==> config.mk <==
export PLATFORM = sky130hd
export DESIGN_NAME = eccp_unit
export DESIGN_NICKNAME = d
export VERILOG_FILES = /design/src/eccp_unit.v
export VERILOG_INCLUDE_DIRS = /design/src /design/src/src
export SDC_FILE = /design/constraint.sdc
export NUM_CORES = 1
export LEC_CHECK = 0
export CAP_MARGIN = 20
export CELL_PAD_IN_SITES_DETAIL_PLACEMENT = 1
export CELL_PAD_IN_SITES_GLOBAL_PLACEMENT = 1
export CORE_ASPECT_RATIO = 0.9
export CORE_UTILIZATION = 53
export CTS_CLUSTER_DIAMETER = 150
export DETAILED_ROUTE_END_ITERATION = 6
export DONT_BUFFER_PORTS = 1
export PLACE_DENSITY = 0.83
export SETUP_SLACK_MARGIN = 0.15
export SLEW_MARGIN = 0
export SYNTH_ARGS = -nofsm -noshare
export SYNTH_HDL_FRONTEND = slang
export SYNTH_SLANG_ARGS = --single-unit
==> constraint.sdc <==
create_clock -name hclk -period 4.7 [get_ports hclk]
set_input_delay 0.235 -clock hclk [delete_from_list [all_inputs] [get_ports hclk]]
set_output_delay 0.235 -clock hclk [all_outputs]
set_load 0.05 [all_outputs]
==> src/eccp_map.vh <==
`ifndef ECCP_MAP_VH
`define ECCP_MAP_VH
// register byte addresses
`define ECCP_ADDR_CTRL      12'h000
`define ECCP_ADDR_WORD      12'h004
`define ECCP_ADDR_FLAG      12'h008
`define ECCP_ADDR_TSEL      12'h00C
`define ECCP_ADDR_STEER     12'h010
`define ECCP_ADDR_PERIOD    12'h014
`define ECCP_ADDR_PORT      12'h018
`define ECCP_ADDR_DIR       12'h01C
`define ECCP_ADDR_STATUS    12'h020
// control register fields
`define ECCP_ARR_HI         7
`define ECCP_ARR_LO         6
`define ECCP_DCL_HI         5
`define ECCP_DCL_LO         4
`define ECCP_MODE_HI        3
`define ECCP_MODE_LO        0
// mode codes
`define ECCP_M_OFF          4'h0
`define ECCP_M_CMP_TOG      4'h2
`define ECCP_M_CAP_FALL     4'h4
`define ECCP_M_CAP_RISE     4'h5
`define ECCP_M_CAP_R4       4'h6
`define ECCP_M_CAP_R16      4'h7
`define ECCP_M_CMP_SET      4'h8
`define ECCP_M_CMP_CLR      4'h9
`define ECCP_M_CMP_SW       4'hA
`define ECCP_M_CMP_SPEV     4'hB
// arrangement codes
`define ECCP_ARR_SINGLE     2'h0
`define ECCP_ARR_FWD        2'h1
`define ECCP_ARR_HALF       2'h2
`define ECCP_ARR_REV        2'h3
// prescaler terminal counts
`define ECCP_PS_4           2'h3
`define ECCP_PS_16          4'hF
// reset values and bus response code
`define ECCP_PERIOD_RST     8'hFF
`define ECCP_STEER_RST      4'h1
`define ECCP_HRESP_OKAY     1'b0
`endif

==> src/eccp_unit.v <==
// Contract
// - up to four pwm output pins
// - capture/compare timers 1/3, pwm timers 2/4
// - timer pair chosen by select bit
// - capture copies selected 16-bit timer count
// - capture edge chosen by mode field
// - capture sets flag; software clears it
// - new capture overwrites old value
// - port write may trigger capture
// - prescaler cleared when off or leaving capture
// - prescaler switch keeps counter
// - compare match drives, clears, toggles pin; flags
// - control write zero clears compare latch
// - mode 1010 sets flag only
// - mode 1011 resets time base timer
// - special event starts converter when enabled
// - ten-bit pwm, four output arrangements
// - arrangement codes 00,10,01,11
// - steering enables pick single-mode outputs
// - mode low bits set polarity
// - pwm waits for new period
// - unused pwm pins: A falls back to port latch, B-D driven low
// - mode 0000 turns unit off, resets
// - mode 0010 toggles pin on match
// - forward: D modulated, A active
// - half-bridge: A,B complementary; C,D driven low
//
// Local design decisions: register access over AHB-Lite and the register addresses.
`include "eccp_map.vh"
`default_nettype none
module eccp_unit (
    // ahb-lite slave
    input wire hclk,
    input wire hresetn,
    input wire hsel,
    input wire [11:0] haddr,
    input wire [1:0] htrans,
    input wire hwrite,
    input wire [2:0] hsize,
    input wire [31:0] hwdata,
    input wire hready,
    output wire [31:0] hrdata,
    output wire hreadyout,
    output wire hresp,
    // timer sources
    input wire [15:0] first_timer_count,
    input wire [15:0] third_timer_count,
    input wire [7:0] second_timer_count,
    input wire [7:0] fourth_timer_count,
    input wire [1:0] second_timer_phase,
    input wire [1:0] fourth_timer_phase,
    // timer and converter triggers
    output reg first_timer_reset,
    output reg third_timer_reset,
    output reg adc_start,
    input wire adc_enabled,
    // pins
    input wire unit_primary_pin_in,
    output reg pwm_output_a,
    output reg pwm_output_b,
    output reg pwm_output_c,
    output reg pwm_output_d,
    output wire [3:0] pwm_output_en,
    // interrupt flag level toward the interrupt controller
    output wire unit_interrupt_flag
);
    reg [7:0] unit_control_register_q;
    reg [15:0] capture_compare_word_q;
    reg [7:0] period_q;
    reg [9:0] duty_latch_q;
    reg flag_q;
    reg tsel_q;
    reg [3:0] steer_q;
    reg port_latch_q;
    reg [3:0] pin_direction_bits_q;
    reg cmp_latch_q;
    reg [3:0] ps_cnt_q;
    reg pin_s1_q;
    reg pin_s2_q;
    reg pin_prev_q;
    reg match_prev_q;
    reg pwm_run_q;
    reg pwm_hi_q;
    reg [7:0] tmr_prev_q;
    // bus address phase capture
    reg wr_q;
    reg rd_q;
    reg [11:0] addr_q;
    reg [31:0] rdata_q;

    wire [3:0] mode = unit_control_register_q[`ECCP_MODE_HI:`ECCP_MODE_LO];
    wire [1:0] arr = unit_control_register_q[`ECCP_ARR_HI:`ECCP_ARR_LO];
    wire is_cap = (mode[3:2] == 2'h1);
    wire is_cmp = (mode == `ECCP_M_CMP_TOG) || (mode[3:2] == 2'h2);
    wire is_pwm = (mode[3:2] == 2'h3);
    wire acc = hsel && hready && htrans[1];

    wire [15:0] cc_timer = tsel_q ? third_timer_count : first_timer_count;
    wire [7:0] pw_timer = tsel_q ? fourth_timer_count : second_timer_count;
    wire [1:0] pw_phase = tsel_q ? fourth_timer_phase : second_timer_phase;

    // pin direction output selects capture source from port latch
    wire pin_is_out = pin_direction_bits_q[0];
    wire pin_level = pin_is_out ? port_latch_q : pin_s2_q;
    wire rise = pin_level && !pin_prev_q;
    wire fall = !pin_level && pin_prev_q;

    reg cap_evt;
    always @*
    begin
        cap_evt = 1'b0;
        case (mode)
            `ECCP_M_CAP_FALL: cap_evt = fall;
            `ECCP_M_CAP_RISE: cap_evt = rise;
            `ECCP_M_CAP_R4: cap_evt = rise && (ps_cnt_q[1:0] == `ECCP_PS_4);
            `ECCP_M_CAP_R16: cap_evt = rise && (ps_cnt_q == `ECCP_PS_16);
            default: cap_evt = 1'b0;
        endcase
    end

    wire eq = (capture_compare_word_q == cc_timer);
    wire cmp_evt = is_cmp && eq && !match_prev_q;
    wire set_flag = (is_cap && cap_evt) || cmp_evt;
    wire wr_ctrl = wr_q && (addr_q == `ECCP_ADDR_CTRL);
    wire wr_flag = wr_q && (addr_q == `ECCP_ADDR_FLAG);
    wire wr_port = wr_q && (addr_q == `ECCP_ADDR_PORT);

    // period boundary: timer first reaches period
    wire period_end = (pw_timer == period_q) && (tmr_prev_q != period_q);
    wire [9:0] pw_now = {pw_timer, pw_phase};

    // ahb bus slave, zero wait states
    assign hreadyout = 1'b1;
    assign hresp = `ECCP_HRESP_OKAY;
    assign hrdata = rdata_q;
    assign unit_interrupt_flag = flag_q;

    always @(posedge hclk or negedge hresetn)
    begin
        if (!hresetn)
        begin
            wr_q <= 1'b0;
            rd_q <= 1'b0;
            addr_q <= 12'h000;
        end
        else if (hready)
        begin
            wr_q <= acc && hwrite;
            rd_q <= acc && !hwrite;
            addr_q <= {haddr[11:2], 2'h0};
        end
    end

    always @*
    begin
        rdata_q = 32'h00000000;
        if (!rd_q)
            rdata_q = 32'h00000000;
        else if (addr_q == `ECCP_ADDR_CTRL)
            rdata_q = {24'h000000, unit_control_register_q};
        else if (addr_q == `ECCP_ADDR_WORD)
            rdata_q = {16'h0000, is_pwm ? {duty_latch_q[9:2], capture_compare_word_q[7:0]}
                                        : capture_compare_word_q};
        else if (addr_q == `ECCP_ADDR_FLAG)
            rdata_q = {31'h0, flag_q};
        else if (addr_q == `ECCP_ADDR_TSEL)
            rdata_q = {31'h0, tsel_q};
        else if (addr_q == `ECCP_ADDR_STEER)
            rdata_q = {28'h0000000, steer_q};
        else if (addr_q == `ECCP_ADDR_PERIOD)
            rdata_q = {24'h000000, period_q};
        else if (addr_q == `ECCP_ADDR_PORT)
            rdata_q = {31'h0, port_latch_q};
        else if (addr_q == `ECCP_ADDR_DIR)
            rdata_q = {28'h0000000, pin_direction_bits_q};
        else if (addr_q == `ECCP_ADDR_STATUS)
            rdata_q = {29'h0, pwm_run_q, cmp_latch_q, pin_level};
        else
            rdata_q = 32'h00000000;
    end

    // register writes and core state
    always @(posedge hclk or negedge hresetn)
    begin
        if (!hresetn)
        begin
            unit_control_register_q <= 8'h00;
            capture_compare_word_q <= 16'h0000;
            period_q <= `ECCP_PERIOD_RST;
            duty_latch_q <= 10'h000;
            flag_q <= 1'b0;
            tsel_q <= 1'b0;
            steer_q <= `ECCP_STEER_RST;
            port_latch_q <= 1'b0;
            pin_direction_bits_q <= 4'h0;
            cmp_latch_q <= 1'b0;
            ps_cnt_q <= 4'h0;
            pin_s1_q <= 1'b0;
            pin_s2_q <= 1'b0;
            pin_prev_q <= 1'b0;
            match_prev_q <= 1'b0;
            pwm_run_q <= 1'b0;
            pwm_hi_q <= 1'b0;
            tmr_prev_q <= 8'h00;
        end
        else
        begin
            pin_s1_q <= unit_primary_pin_in;
            pin_s2_q <= pin_s1_q;
            pin_prev_q <= pin_level;
            match_prev_q <= is_cmp && eq;
            tmr_prev_q <= pw_timer;
            if (wr_ctrl)
                unit_control_register_q <= hwdata[7:0];
            if (wr_q && addr_q == `ECCP_ADDR_TSEL)
                tsel_q <= hwdata[0];
            if (wr_q && addr_q == `ECCP_ADDR_STEER)
                steer_q <= hwdata[3:0];
            if (wr_q && addr_q == `ECCP_ADDR_PERIOD)
                period_q <= hwdata[7:0];
            if (wr_port)
                port_latch_q <= hwdata[0];
            if (wr_q && addr_q == `ECCP_ADDR_DIR)
                pin_direction_bits_q <= hwdata[3:0];
            // capture load overrides a software write to the word
            if (is_cap && cap_evt)
                capture_compare_word_q <= cc_timer;
            else if (wr_q && addr_q == `ECCP_ADDR_WORD)
                capture_compare_word_q <= hwdata[15:0];
            // hardware set wins over software clear
            if (set_flag)
                flag_q <= 1'b1;
            else if (wr_flag && !hwdata[0])
                flag_q <= 1'b0;
            // prescaler: off or outside capture clears; switching keeps count
            if (!is_cap)
                ps_cnt_q <= 4'h0;
            else if (rise)
                ps_cnt_q <= ps_cnt_q + 4'h1;
            // compare output latch
            if (wr_ctrl && hwdata[7:0] == 8'h00)
                cmp_latch_q <= 1'b0;
            else if (wr_ctrl && hwdata[3:0] == `ECCP_M_CMP_SET)
                cmp_latch_q <= 1'b0;
            else if (wr_ctrl && hwdata[3:0] == `ECCP_M_CMP_CLR)
                cmp_latch_q <= 1'b1;
            else if (cmp_evt)
            begin
                case (mode)
                    `ECCP_M_CMP_TOG: cmp_latch_q <= !cmp_latch_q;
                    `ECCP_M_CMP_SET: cmp_latch_q <= 1'b1;
                    `ECCP_M_CMP_CLR: cmp_latch_q <= 1'b0;
                    default: cmp_latch_q <= cmp_latch_q;
                endcase
            end
            // pwm: start only at a period boundary
            if (!is_pwm)
                pwm_run_q <= 1'b0;
            else if (period_end)
                pwm_run_q <= 1'b1;
            if (period_end)
            begin
                duty_latch_q <= {capture_compare_word_q[7:0],
                                 unit_control_register_q[`ECCP_DCL_HI:`ECCP_DCL_LO]};
                pwm_hi_q <= is_pwm;
            end
            else if (pw_now == duty_latch_q)
                pwm_hi_q <= 1'b0;
        end
    end

    // special event trigger pulses
    always @(posedge hclk or negedge hresetn)
    begin
        if (!hresetn)
        begin
            first_timer_reset <= 1'b0;
            third_timer_reset <= 1'b0;
            adc_start <= 1'b0;
        end
        else
        begin
            first_timer_reset <= cmp_evt && mode == `ECCP_M_CMP_SPEV && !tsel_q;
            third_timer_reset <= cmp_evt && mode == `ECCP_M_CMP_SPEV && tsel_q;
            adc_start <= cmp_evt && mode == `ECCP_M_CMP_SPEV && adc_enabled;
        end
    end

    // output arrangement, polarity and pin ownership
    wire wave = pwm_run_q && pwm_hi_q;
    reg [3:0] act;
    reg [3:0] own;
    always @*
    begin
        act = 4'h0;
        own = 4'h1;
        if (is_pwm)
        begin
            case (arr)
                `ECCP_ARR_SINGLE:
                begin
                    act = {4{wave}} & steer_q;
                    own = steer_q;
                end
                `ECCP_ARR_HALF:
                begin
                    act = {2'h0, !wave && pwm_run_q, wave};
                    own = 4'h3;
                end
                `ECCP_ARR_FWD:
                begin
                    act = {wave, 2'h0, pwm_run_q};
                    own = 4'hF;
                end
                default:
                begin
                    act = {1'b0, pwm_run_q, wave, 1'b0};
                    own = 4'hF;
                end
            endcase
        end
        else
            act = {3'h0, cmp_latch_q};
    end

    // pin a not owned falls back to port latch, b-d drive low; direction bits gate drivers
    wire [3:0] pol = is_pwm ? {mode[0], mode[1], mode[0], mode[1]} : 4'h0;
    assign pwm_output_en = pin_direction_bits_q;
    always @(posedge hclk or negedge hresetn)
    begin
        if (!hresetn)
        begin
            pwm_output_a <= 1'b0;
            pwm_output_b <= 1'b0;
            pwm_output_c <= 1'b0;
            pwm_output_d <= 1'b0;
        end
        else
        begin
            // capture, software-interrupt and off modes leave pin to port latch
            pwm_output_a <= (own[0] && (is_pwm || (is_cmp && mode != `ECCP_M_CMP_SW
                             && mode != `ECCP_M_CMP_SPEV))) ? act[0] ^ pol[0]
                            : port_latch_q;
            pwm_output_b <= own[1] && is_pwm ? act[1] ^ pol[1] : 1'b0;
            pwm_output_c <= own[2] && is_pwm ? act[2] ^ pol[2] : 1'b0;
            pwm_output_d <= own[3] && is_pwm ? act[3] ^ pol[3] : 1'b0;
        end
    end
endmodule // eccp_unit
`default_nettype wire

==> results of run 1 <==
[final cells by class]
| cell class | instances | share of cell area |
|---|---|---|
| clock inverter | 6 | 0.007433 |
| inverter | 15 | 0.009838 |
| multi-input combinational | 362 | 0.4904 |
| timing repair buffer | 23 | 0.04241 |
| clock buffer | 10 | 0.02230 |
| tap | 126 | 0.02755 |
| sequential | 91 | 0.4001 |
[worst max-delay path: stages (launching register included)]
cell and delay [ns]:
sky130_fd_sc_hd__dfrtp_1 0.55, sky130_fd_sc_hd__nor4_1 0.75, sky130_fd_sc_hd__and4b_1 0.39, sky130_fd_sc_hd__a22oi_1 0.12, sky130_fd_sc_hd__nor2b_1 0.20, sky130_fd_sc_hd__o22ai_1 0.13
sky130_fd_sc_hd__a221oi_2 0.83
[final timing paths]
check,to,slack [ns],cells after the start
hold / removal,addr_q[3]$_DFFE_PN0P_,0.01,1
setup / recovery,hrdata[0],1.13,6
min in group asynchronous,capture_compare_word_q[13]$_DFFE_PN0P_,0.44,2
setup reg to reg,cmp_latch_q$_DFFE_PN0P_,1.84,7
max in group asynchronous,period_q[5]$_DFFE_PN1P_,3.88,2
hold reg to reg,pin_s2_q$_DFF_PN0_,0.36,0
[per-stage QoR]
step	power (µW)	std cells	hold slack [ns]	utilization	worst slack, ns
2_1_floorplan	1355	508	-0.06059	-	1.673
3_3_place_gp	1415	596	-0.05745	0.5466	1.695
3_5_place_dp	1444	596	-0.05856	0.5466	1.665
4_1_cts	1956	623	0.002231	0.5772	1.209
5_1_grt	2053	633	0.0006368	0.5875	1.000
6_report	1959	633	0.01261	0.5875	1.126
[routing by layer]
| metal | GRT usage | vias up | part of all wire |
|---|---|---|---|
| met5 | 0 | - | 0 |
| met4 | 0.05585 | 0 | 0.014 |
| met3 | 0.07109 | 27 | 0.076 |
| met2 | 0.4359 | 181 | 0.48 |
| met1 | 0.4079 | 1975 | 0.43 |
| li1 | - | 1731 | - |
[state kept, by name, indices dropped and copies added, names as in the netlist, 4 cells and up]
name / cells
duty_latch_q: 10
period_q: 8
pwm_output_en: 4
capture_compare_word_q: 16
addr_q: 10
tmr_prev_q: 8
unit_control_register_q: 8
ps_cnt_q: 4
steer_q: 4
[cell usage after synthesis (2+ instances only)]
cell type                  instances  area [µm²]
sky130_fd_sc_hd__a21o_1            2       15.01
sky130_fd_sc_hd__a21oi_1          22       110.1
sky130_fd_sc_hd__a222oi_1          4       40.04
sky130_fd_sc_hd__a22oi_1           4       30.03
sky130_fd_sc_hd__a31oi_1           2       12.51
sky130_fd_sc_hd__and3_1            4       25.02
sky130_fd_sc_hd__and4_1            2       17.52
sky130_fd_sc_hd__and4b_1           2       20.02
sky130_fd_sc_hd__buf_1             3       11.26
sky130_fd_sc_hd__buf_2             2       10.01
sky130_fd_sc_hd__buf_4            18       135.1
sky130_fd_sc_hd__buf_6             4       45.04
sky130_fd_sc_hd__clkbuf_1         12       45.04
sky130_fd_sc_hd__conb_1            2       7.510
sky130_fd_sc_hd__dfrtp_1          82        2052
sky130_fd_sc_hd__dfstp_2           9       236.5
sky130_fd_sc_hd__inv_1            13       48.80
sky130_fd_sc_hd__mux2_1            8       90.09
sky130_fd_sc_hd__mux2_2           32       360.4
sky130_fd_sc_hd__mux2_4            5       75.07
sky130_fd_sc_hd__mux2i_1          53       530.5
sky130_fd_sc_hd__mux2i_2           5       68.82
sky130_fd_sc_hd__mux2i_4           3       67.56
sky130_fd_sc_hd__nand2_1          40       150.1
sky130_fd_sc_hd__nand2_2           2       12.51
sky130_fd_sc_hd__nand2b_1          4       25.02
sky130_fd_sc_hd__nand3_1          11       55.05
sky130_fd_sc_hd__nand3b_1          4       30.03
sky130_fd_sc_hd__nand4_1           5       31.28
sky130_fd_sc_hd__nand4b_1          2       17.52
sky130_fd_sc_hd__nor2_1           14       52.55
sky130_fd_sc_hd__nor2_2            2       12.51
sky130_fd_sc_hd__nor2b_1           4       25.02
sky130_fd_sc_hd__nor3_1            8       40.04
sky130_fd_sc_hd__nor4_1           11       68.82
sky130_fd_sc_hd__nor4_2            4       50.05
sky130_fd_sc_hd__nor4b_1           2       17.52
sky130_fd_sc_hd__o211ai_1          3       22.52
sky130_fd_sc_hd__o21ai_0          13       65.06
sky130_fd_sc_hd__o22ai_1           2       12.51
sky130_fd_sc_hd__xnor2_1          34       297.8
sky130_fd_sc_hd__xor2_1           16       140.1
[power by group through the flow]
stage          clock (µW)  sequential [µW]  combinational [µW]
2_1_floorplan           0             1000                 350
3_3_place_gp            0             1060                 353
3_5_place_dp            0             1070                 373
4_1_cts               494             1060                 405
5_1_grt               527             1070                 452
6_report              489             1060                 413
[cells by family after synthesis]
| family | after synthesis |
|---|---|
| buffers and inverters | 55 |
| other | 2 |
| muxes | 106 |
| AOI/OAI and AO/OA | 59 |
| xor gates and xnor gates | 50 |
| and+or+nand+nor | 128 |
| DFF | 91 |
| adders and majority gates | 1 |
==> Implementation_results.wiki, run 1 <==
{| class="wikitable"
! Metric !! Value
|-
| Count of TritonRoute iterations in the first routing pass || 5
|-
| Setup TNS || 0 ns
|-
| Core Region || between 0.009 and 0.01 mm²
|-
| Relative area change from synthesis to final layout || 6.944%
|-
| Largest net degree at the start of global routing || 92
|-
| Post-DP HPWL || between 10000 and 15000 µm
|-
| Hold Crit Class || input port to flip-flop
|-
| Number of levels in the clock H-tree || 3
|-
| Number of antenna diodes || 0
|-
| Worst Setup Start Kind || flip-flop
|-
| Top flip-flop cell by instance count after synthesis || sky130_fd_sc_hd__dfrtp_1
|-
| Hold path start || haddr[3]
|-
| Mean Syn Cell Area || ~11 µm²
|-
| Number of antenna violations at the first check in global routing || 0
|-
| Number of unique standard cell types used by synthesis || 60
|-
| Lkg Pwr || 0.002413 µW
|-
| Multiplexer fraction of the synthesized cell area || 0.2228
|-
| Via density per instance || 6.183
|-
| Yosys Warn Count || 0
|-
| Unrepaired setup endpoints after global routing || false
|-
| Fraction of synthesized cell area in xor and xnor cells || 0.08183
|-
| Die Footprint || between 0.01 and 0.015 mm²
|-
| Number of global-route vias before repair || 4015
|-
| Required @ worst endpoint || 4.47 ns
|-
| Placement-stage cell area || 0.005325 mm²
|-
| Layout filler cell count || 1087
|-
| Worst clock skew || 0.01327 ns
|-
| Final setup violation count || 0
|-
| Run status || finished clean
|-
| Combinational group share of total power || 0.211
|-
| Sequential cell area || 0.002290 mm²
|-
| IO Count || 154
|-
| Clock transition at the registers of the reported paths || around 0.090 ns
|-
| Flip-flop and latch count after synthesis || between 90 and 100
|-
| Internal portion of total power || 1282 µW
|-
| Count of hold-fix buffers inserted at cts || 11
|-
| Post-Synth Simple-Gate Area || 0.1356
|-
| Max-slew headroom at the worst pin || 0.2310
|-
| Post-synthesis instance total || ~490
|-
| Part of the total power dissipated in sequential elements || 0.540
|-
| Compound-cell area share of the yosys netlist || 0.06804
|-
| Post-synth EDFFs || 0
|-
| Asr flop ratio synth || 1.000
|-
| Critical path endpoint category || primary output
|-
| Peak supply drop || 185.4 µV
|-
| Routed wire per std cell || 22.62 µm
|-
| Most common cell after layout, fill and taps aside || sky130_fd_sc_hd__dfrtp_1
|-
| Total number of vias || about 4000
|-
| Placer Congestion || 0.8877
|-
| Number of design-rule violations left by the first detailed-router iteration || about 230
|-
| Fin nets || 611
|-
| Cell area after layout || 0.005723 mm²
|-
| Row Count || 34
|-
| Final hold violation count || 0
|-
| Maximum clock frequency || 279.8 MHz
|-
| Worst setup path start || addr_q[2]$_DFFE_PN0P_
|-
| Proportion of power drawn by the clock network || 0.250
|-
| NetSw || between 600 and 700 µW
|-
| Clock Root Buffer || sky130_fd_sc_hd__clkbuf_8
|-
| Power per Cell Area || 342.3 mW/mm²
|-
| Max-cap violation count || 0
|-
| Largest buffer count on any clock path || 2
|-
| Worst flop-to-flop path startpoint || tsel_q$_DFFE_PN0P_
|-
| Wire length of the first global-routing pass || 22490 µm
|-
| Largest family of logic cells by synthesized area || multiplexers
|-
| Data arrival time of the critical path || 3.34 ns
|-
| Number of buffers inserted during clock tree synthesis || 9
|-
| Share of layout cells above drive strength 1 || 0.1736
|-
| Die Ht || approximately 97 µm
|-
| Critical setup path kind || flip-flop to primary output
|-
| Initial Util || 0.5493
|-
| Clk sinks || 91
|-
| DRT Wirelength || between 10000 and 15000 µm
|-
| Most used cells in the layout excluding fill and tap cells || sky130_fd_sc_hd__dfrtp_1, sky130_fd_sc_hd__mux2i_1, sky130_fd_sc_hd__nand2_1, sky130_fd_sc_hd__xnor2_1, sky130_fd_sc_hd__mux2_2
|-
| Count of nets left with antenna violations after detail routing || 0
|-
| Switching power as a share of total power || 0.3458
|-
| Width of the die || 107.9 µm
|-
| Number of instances resized during post-cts repair || 0
|-
| Multi-input combinational cell area || 0.002806 mm²
|-
| Adder-cell share of the synthesized area || 0.002338
|-
| Period Utilization, post-route || 0.7605
|-
| Worst-margin pin slew || 1.157 ns
|-
| Total global routing track utilization || 0.2842
|-
| Maximum net fanout on the critical path || 13
|-
| Min Clock Period, post-route || roughly 3.6 ns
|-
| Final global-route overflow total || 0
|-
| Number of design rule violations left after detail routing || 0
|-
| CTS tree || yes
|-
| Later-pin clock latency in the skew report || 0.37 ns
|-
| Count of input and output buffers || 0
|-
| Postcts setup bufs || 0
|-
| Post-synthesis cell area || approximately 0.0054 mm²
|-
| Max-slew violations || 0
|-
| Sequential-to-total area share from yosys stat || 0.4276
|}
Power figures use the tool's default switching activity.
==> run 2, diff against run 1 <==
--- a/config.mk
+++ b/config.mk
@@ -10,11 +10,11 @@
 export CELL_PAD_IN_SITES_DETAIL_PLACEMENT = 1
 export CELL_PAD_IN_SITES_GLOBAL_PLACEMENT = 1
 export CORE_ASPECT_RATIO = 0.9
-export CORE_UTILIZATION = 53
+export CORE_UTILIZATION = 44
 export CTS_CLUSTER_DIAMETER = 150
 export DETAILED_ROUTE_END_ITERATION = 6
 export DONT_BUFFER_PORTS = 1
-export PLACE_DENSITY = 0.83
+export PLACE_DENSITY = 0.74
 export SETUP_SLACK_MARGIN = 0.15
 export SLEW_MARGIN = 0
 export SYNTH_ARGS = -nofsm -noshare
==> constraint.sdc (replaced) <==
create_clock -name hclk -period 2.9 [get_ports hclk]
set_input_delay 0.145 -clock hclk [delete_from_list [all_inputs] [get_ports hclk]]
set_output_delay 0.145 -clock hclk [all_outputs]
set_load 0.05 [all_outputs]
==> run 2 against run 1 <==
Largest power group unchanged. First-iteration DRC count is 17% higher. Worst hold slack worse by 0.0024 ns. Via count is 5.2% higher. Combinational power is 75% higher. Cell area is 10% higher. Die area is 20% higher. Final cell count is 11% higher. Clock power grew to 2.7 times the previous value.
==> Implementation_results.wiki, run 2 (synthesis gave the netlist of run 1 again) <==
{| class="wikitable"
! Metric !! Value
|-
| Data arrival time of the critical path || 2.51 ns (was 3.34 ns)
|-
| Hold slack final || 0.01021 ns (was 0.01261 ns)
|-
| IO Count || 154 (unchanged)
|-
| Row Count || 37 (was 34)
|-
| Share of layout cells above drive strength 1 || 0.2153 (was 0.1736)
|-
| Cells along the critical path || or4_4 > nor3b_4 > nand2_2 > o21ai_0 > o211ai_1 > a21oi_1 > buf_4 (was nor4_1 > and4b_1 > a22oi_1 > nor2b_1 > o22ai_1 > a221oi_2)
|-
| Critical Path Max Stage Delay || 0.57 ns (was 0.83 ns)
|-
| Later-pin clock latency in the skew report || 0.36 ns (was 0.37 ns)
|-
| Clk sinks || 91 (unchanged)
|-
| Total number of vias || 4117 (was 3914)
|-
| Die Ht || 106.6 µm (was 97.33 µm)
|-
| Design Power || 3742 µW (was 1959 µW)
|-
| Worst clock skew || 0.01355 ns (was 0.01327 ns)
|-
| Final setup violation count || 0 (unchanged)
|-
| Placement-stage cell area || 0.005525 mm² (was 0.005325 mm²)
|-
| Die Footprint || 0.01261 mm² (was 0.01050 mm²)
|-
| Number of antenna violations at the first check in global routing || 0 (unchanged)
|-
| Period Utilization, post-route || 0.9161
|-
| Required @ worst endpoint || 2.76 ns (was 4.47 ns)
|-
| CP max-delay cell || sky130_fd_sc_hd__or4_4 (was sky130_fd_sc_hd__a221oi_2)
|-
| DRT Wirelength || 15890 µm (was 14320 µm)
|-
| Largest net degree at the start of global routing || 92 (unchanged)
|-
| Count of input and output buffers || 0 (unchanged)
|-
| Unrepaired setup endpoints after global routing || true (was false)
|-
| CTS tree || yes (unchanged)
|-
| Min Clock Period, post-route || 2.657 ns
|-
| Largest buffer count on any clock path || 2 (unchanged)
|-
| Via density per instance || 5.848 (was 6.183)
|-
| Placer Congestion || 0.8388 (was 0.8877)
|-
| Register with the highest flop count || capture_compare_word_q (unchanged)
|-
| Final global-route overflow total || 0 (unchanged)
|-
| Total global routing track utilization || 0.2662 (was 0.2842)
|-
| Number of buffers inserted during clock tree synthesis || 9 (unchanged)
|-
| Clock Root Buffer || sky130_fd_sc_hd__clkbuf_16 (was sky130_fd_sc_hd__clkbuf_8)
|-
| Number of levels in the clock H-tree || 3 (unchanged)
|-
| Count of TritonRoute iterations in the first routing pass || 6 (was 5)
|-
| Maximum net fanout on the critical path || 4 (was 13)
|-
| Width of the die || 118.2 µm (was 107.9 µm)
|-
| Biggest registers after layout || capture_compare_word_q: 16 flops, addr_q: 10 flops, duty_latch_q: 10 flops (unchanged)
|-
| Number of global-route vias before repair || 4230 (was 4015)
|-
| Worst-margin pin slew || 0.7155 ns (was 1.157 ns)
|-
| Critical path endpoint category || primary output (unchanged)
|-
| Run status || finished clean (unchanged)
|-
| Power per Cell Area || 592.8 mW/mm² (was 342.3 mW/mm²)
|-
| Max-slew headroom at the worst pin || 0.5163 (was 0.2310)
|-
| Number of design-rule violations left by the first detailed-router iteration || 266 (was 228)
|-
| Flip-flop count of the largest register after layout || 16 (unchanged)
|-
| Post-DP HPWL || 10680 µm (was 10090 µm)
|-
| Peak supply drop || 447.3 µV (was 185.4 µV)
|-
| Setup TNS || 0 ns (unchanged)
|-
| Wire length of the first global-routing pass || 25110 µm (was 22490 µm)
|-
| Routed wire per std cell || 22.57 µm (was 22.62 µm)
|-
| Number of antenna diodes || 0 (unchanged)
|-
| Maximum clock frequency || 376.4 MHz
|-
| Max-slew violations || 0 (unchanged)
|-
| Number of design rule violations left after detail routing || 0 (unchanged)
|-
| Worst Setup Start Kind || flip-flop (unchanged)
|-
| Count of nets left with antenna violations after detail routing || 0 (unchanged)
|-
| Most used cells in the layout excluding fill and tap cells || sky130_fd_sc_hd__dfrtp_1, sky130_fd_sc_hd__mux2i_1, sky130_fd_sc_hd__nand2_1, sky130_fd_sc_hd__dlygate4sd3_1, sky130_fd_sc_hd__xnor2_1 (was sky130_fd_sc_hd__dfrtp_1, sky130_fd_sc_hd__mux2i_1, sky130_fd_sc_hd__nand2_1, sky130_fd_sc_hd__xnor2_1, sky130_fd_sc_hd__mux2_2)
|-
| Final hold violation count || 0 (unchanged)
|-
| Critical setup path kind || flip-flop to primary output (unchanged)
|-
| Relative area change from synthesis to final layout || 17.96% (was 6.944%)
|-
| Cell area after layout || 0.006312 mm² (was 0.005723 mm²)
|-
| Max-cap violation count || 0 (unchanged)
|-
| Initial Util || 0.4605 (was 0.5493)
|-
| Clock transition at the registers of the reported paths || 0.06 ns (was 0.09 ns)
|-
| Hold Crit Class || input port to flip-flop (unchanged)
|-
| Core Region || 0.01162 mm² (was 0.009742 mm²)
|-
| Fin nets || 652 (was 611)
|-
| Most common cell after layout, fill and taps aside || sky130_fd_sc_hd__dfrtp_1 (unchanged)
|-
| Lkg Pwr || 0.002694 µW (was 0.002413 µW)
|}
run 2: final timing paths:
path / startpoint / end / slack, ns / cells past startpoint
max: addr_q[7]$_DFFE_PN0P_ / hrdata[1] / 0.24 / 7
min: hwdata[13] / capture_compare_word_q[13]$_DFFE_PN0P_ / 0.01 / 2
max reg2reg: tsel_q$_DFFE_PN0P_ / duty_latch_q[7]$_DFFE_PN0P_ / 0.43 / 6
min reg2reg: pin_s1_q$_DFF_PN0_ / pin_s2_q$_DFF_PN0_ / 0.35 / 0
max in group asynchronous: hresetn / period_q[4]$_DFFE_PN1P_ / 2.15 / 2
min in group asynchronous: hresetn / pwm_output_en[0]$_DFFE_PN0P_ / 0.35 / 2
run 2: area by class of cell:
type	count	area (µm²)
repair buffers	64	609.3
multi-input cells	362	2830
flip-flops and latches	91	2292
clock buffers	11	242.7
fillers	1254	5308
clock inverters	5	86.33
inverters	15	56.30
well taps	156	195.2
run 2: critical path: cells and delay by family, from the launching register on:
family                 cells  cell delay, ns
buffers and inverters      1            0.25
and+or+nand+nor            3            1.00
AOI/OAI and AO/OA          3            0.51
DFF                        1            0.41
run 2: metal layers:
metal,global-route usage,routed length [µm],part of all wire,vias to the layer above
met5,0,0,0,-
met2,0.4206,7480,0.47,161
met1,0.3504,7090,0.45,2119
met3,0.07234,971,0.061,28
li1,-,-,-,1809
met4,0.09799,347,0.022,0
run 2: where the power goes:
part	internal, µW	switching, µW	total, µW
clock	784	522	1310
sequential	1450	270	1720
combinational	350	371	721
run 2: per-stage QoR:
stage / utilization / worst slack (ns) / instances
floorplan: - / 0.3590 / 508
global placement: 0.4755 / 0.4903 / 646
detailed placement: 0.4755 / 0.4070 / 646
CTS: 0.5398 / 0.1546 / 702
global route: 0.5432 / 0.1072 / 704
finish: 0.5432 / 0.2433 / 704
run 2: repair_timing:
action	in CTS	in global routing
hold buffers	38	0
hold endpoints to repair	146	0
resized for setup	1	9
buffers inserted	2	2
endpoints found under the setup margin	10	14
gates cloned	0	0
pin swaps	1	4
==> run 3, diff against run 2 <==
--- a/config.mk
+++ b/config.mk
@@ -15,6 +15,7 @@
 export DETAILED_ROUTE_END_ITERATION = 6
 export DONT_BUFFER_PORTS = 1
 export PLACE_DENSITY = 0.74
+export REMOVE_ABC_BUFFERS = 1
 export SETUP_SLACK_MARGIN = 0.15
 export SLEW_MARGIN = 0
 export SYNTH_ARGS = -nofsm -noshare
==> run 3 against run 2 <==
The flow now finishes with violations (negative hold slack). Via count is 0.24% lower. Register-to-register slack lost 0.04 ns. Sequential share of layout area up 0.17 points. Maximum frequency decreased by 2.2%. Combinational power is essentially flat. Wire length decreased by 1.7%. Worst hold slack got worse by 0.011 ns. Total power down 2.3%. Non-clock buffer count fell by 2. Sequential power barely moved. Setup slack worse by 0.060 ns. Critical path type unchanged. Largest cell class unchanged.
==> Implementation_results.wiki, run 3 (synthesis gave the netlist of run 1 again) <==
{| class="wikitable"
! Metric !! Value
|-
| Worst hold path endpoint || capture_compare_word_q[15]$_DFFE_PN0P_ (was capture_compare_word_q[13]$_DFFE_PN0P_)
|-
| Placer Congestion || 0.8744 (was 0.8388)
|-
| Hold slack final || -0.0004071 ns (was 0.01021 ns)
|-
| Worst-margin pin slew || 0.6404 ns (was 0.7155 ns)
|-
| Final global-route overflow total || 0 (unchanged)
|-
| Number of global-route vias before repair || 4320 (was 4230)
|-
| Number of placed instances, taps included || 647 (was 646)
|-
| Fin nets || 650 (was 652)
|-
| Share of layout cells above drive strength 1 || 0.2143 (was 0.2153)
|-
| Number of buffers inserted during clock tree synthesis || 9 (unchanged)
|-
| IO Count || 154 (unchanged)
|-
| Setup TNS || 0 ns (unchanged)
|-
| Total global routing track utilization || 0.2546 (was 0.2662)
|-
| Period Utilization, post-route || 0.9369 (was 0.9161)
|-
| Min Clock Period, post-route || 2.717 ns (was 2.657 ns)
|-
| Final cell count without fillers || 702 (was 704)
|-
| Required @ worst endpoint || 2.76 ns (about the same)
|-
| DRT Wirelength || 15620 µm (was 15890 µm)
|-
| Hold path start || hwdata[15] (was hwdata[13])
|-
| CTS tree || yes (unchanged)
|-
| Total number of vias || 4107 (was 4117)
|-
| Count of TritonRoute iterations in the first routing pass || 5 (was 6)
|-
| Via density per instance || 5.850 (was 5.848)
|-
| Number of antenna violations at the first check in global routing || 0 (unchanged)
|-
| Power per Cell Area || 582.1 mW/mm² (was 592.8 mW/mm²)
|-
| Worst-case reg-to-reg path depth || 7 (was 6)
|-
| Final hold violation count || 1 (was 0)
|-
| Number of antenna diodes || 0 (unchanged)
|-
| Row Count || 37 (unchanged)
|-
| Critical path endpoint category || primary output (unchanged)
|-
| Number of design-rule violations left by the first detailed-router iteration || 339 (was 266)
|-
| Maximum clock frequency || 368.0 MHz (was 376.4 MHz)
|-
| Violated checks || negative hold slack
|-
| Clk sinks || 91 (unchanged)
|-
| Number of design rule violations left after detail routing || 0 (unchanged)
|-
| Data arrival time of the critical path || 2.57 ns (was 2.51 ns)
|-
| Most common cell after layout, fill and taps aside || sky130_fd_sc_hd__dfrtp_1 (unchanged)
|-
| Final setup violation count || 0 (unchanged)
|-
| Unrepaired setup endpoints after global routing || true (unchanged)
|-
| Number of levels in the clock H-tree || 3 (unchanged)
|-
| Largest net degree at the start of global routing || 92 (unchanged)
|-
| Die Footprint || 0.01261 mm² (unchanged)
|-
| Routed wire per std cell || 22.25 µm (was 22.57 µm)
|-
| Peak supply drop || 344.5 µV (was 447.3 µV)
|-
| Width of the die || 118.2 µm (unchanged)
|-
| Hold-critical path depth || 2 (unchanged)
|-
| Count of nets left with antenna violations after detail routing || 0 (unchanged)
|-
| Hold Crit Class || input port to flip-flop (unchanged)
|-
| Post-DP HPWL || 10360 µm (was 10680 µm)
|-
| Core Region || 0.01162 mm² (unchanged)
|-
| Register with the highest flop count || capture_compare_word_q (unchanged)
|-
| Critical setup path kind || flip-flop to primary output (unchanged)
|-
| Worst flop-to-flop path startpoint || tsel_q$_DFFE_PN0P_ (unchanged)
|-
| Flip-flop count of the largest register after layout || 16 (unchanged)
|-
| Maximum net fanout on the critical path || 6 (was 4)
|-
| Design Power || 3655 µW (was 3742 µW)
|-
| Worst r2r dst || cmp_latch_q$_DFFE_PN0P_ (was duty_latch_q[7]$_DFFE_PN0P_)
|-
| Minimum setup slack among reg-to-reg paths || 0.39 ns (was 0.43 ns)
|-
| Count of input and output buffers || 0 (unchanged)
|-
| Max-slew violations || 0 (unchanged)
|-
| Biggest registers after layout || capture_compare_word_q: 16 flops, addr_q: 10 flops, duty_latch_q: 10 flops (unchanged)
|-
| Worst clock skew || 0.009646 ns (was 0.01355 ns)
|-
| Clock Root Buffer || sky130_fd_sc_hd__clkbuf_16 (unchanged)
|-
| Initial Util || 0.4605 (unchanged)
|-
| Die Ht || 106.6 µm (unchanged)
|-
| Later-pin clock latency in the skew report || 0.34 ns (was 0.36 ns)
|-
| Most used cells in the layout excluding fill and tap cells || sky130_fd_sc_hd__dfrtp_1, sky130_fd_sc_hd__mux2i_1, sky130_fd_sc_hd__nand2_1, sky130_fd_sc_hd__xnor2_1, sky130_fd_sc_hd__dlygate4sd3_1 (was sky130_fd_sc_hd__dfrtp_1, sky130_fd_sc_hd__mux2i_1, sky130_fd_sc_hd__nand2_1, sky130_fd_sc_hd__dlygate4sd3_1, sky130_fd_sc_hd__xnor2_1)
|-
| Lkg Pwr || 0.002688 µW (was 0.002694 µW)
|-
| Largest buffer count on any clock path || 2 (unchanged)
|-
| Run status || complete, but fails checks (was finished clean)
|-
| Max-cap violation count || 0 (unchanged)
|-
| Wire length of the first global-routing pass || 24400 µm (was 25110 µm)
|-
| Clock transition at the registers of the reported paths || 0.07 ns (was 0.06 ns)
|-
| Relative area change from synthesis to final layout || 17.35% (was 17.96%)
|-
| Max-slew headroom at the worst pin || 0.5731 (was 0.5163)
|-
| Worst Setup Start Kind || flip-flop (unchanged)
|}
==> run 3: changes by cell type in the layout (fill, tap and decap cells not counted), moves of 2 or more <==
cell,delta
sky130_fd_sc_hd__buf_6,+3
sky130_fd_sc_hd__clkinv_2,+2
sky130_fd_sc_hd__buf_4,-2
sky130_fd_sc_hd__dlygate4sd3_1,-3
sky130_fd_sc_hd__clkinv_4,-2
==> run 3: repair_timing <==
item                                   in CTS  in global routing
setup buffers                               0                  4
resized for setup                           1                 11
setup endpoints to repair                   3                 15
hold buffers                               35                  0
pin swaps                                   0                  9
endpoints found under the hold margin     137                  0
==> run 3: power breakdown <==
part / switching [µW] / total [µW] / internal, µW
logic: 375 / 723 / 347
registers: 268 / 1710 / 1450
clock network: 504 / 1220 / 715
==> run 3: cell type report <==
class                           instances  area, µm²
Clock buffer                           12      256.5
Sequential cell                        91       2291
Inverter                               15      56.30
Fill cell                            1230       5340
Clock inverter                          4      48.80
Timing Repair Buffer                   62      598.1
Multi-Input combinational cell        362       2834
Tap cell                              156      195.2
==> run 3: worst max-delay path by stage <==
stage	endpoint	cells past startpoint	start
final	hrdata[2]	7	addr_q[8]$_DFFE_PN0P_
after global routing	hrdata[2]	7	addr_q[8]$_DFFE_PN0P_
after CTS	hrdata[1]	7	addr_q[7]$_DFFE_PN0P_
after detailed placement	duty_latch_q[8]$_DFFE_PN0P_	6	tsel_q$_DFFE_PN0P_
after global placement	duty_latch_q[6]$_DFFE_PN0P_	6	tsel_q$_DFFE_PN0P_
after floorplan	hrdata[0]	6	addr_q[2]$_DFFE_PN0P_
==> run 3: per-stage QoR <==
stage	utilization	area (µm²)	setup WS (ns)	hold slack (ns)
6_report	0.5404	6280	0.1829	-0.0004071
5_1_grt	0.5404	6280	0.07424	0.007275
4_1_cts	0.5345	6211	0.1537	0.003453
3_5_place_dp	0.4761	5533	0.4400	-0.1489
3_3_place_gp	0.4761	5533	0.5057	-0.1490
2_1_floorplan	-	5145	-0.08705	-0.1506
==> run 3: per-layer routing <==
layer,track usage,vias up,share of wire
li1,-,1818,-
met1,0.3388,2095,0.44
met2,0.4172,161,0.48
met3,0.04149,33,0.057
met4,0.09890,0,0.024
met5,0,-,0
==> run 3: critical path: stages, from the launching register on <==
cell and delay (ns):
sky130_fd_sc_hd__dfrtp_1 0.42, sky130_fd_sc_hd__or4_4 0.57, sky130_fd_sc_hd__nor3b_4 0.35, sky130_fd_sc_hd__nand2_2 0.14
sky130_fd_sc_hd__o21ai_2 0.15, sky130_fd_sc_hd__o211ai_1 0.15, sky130_fd_sc_hd__a21oi_1 0.21, sky130_fd_sc_hd__buf_4 0.23
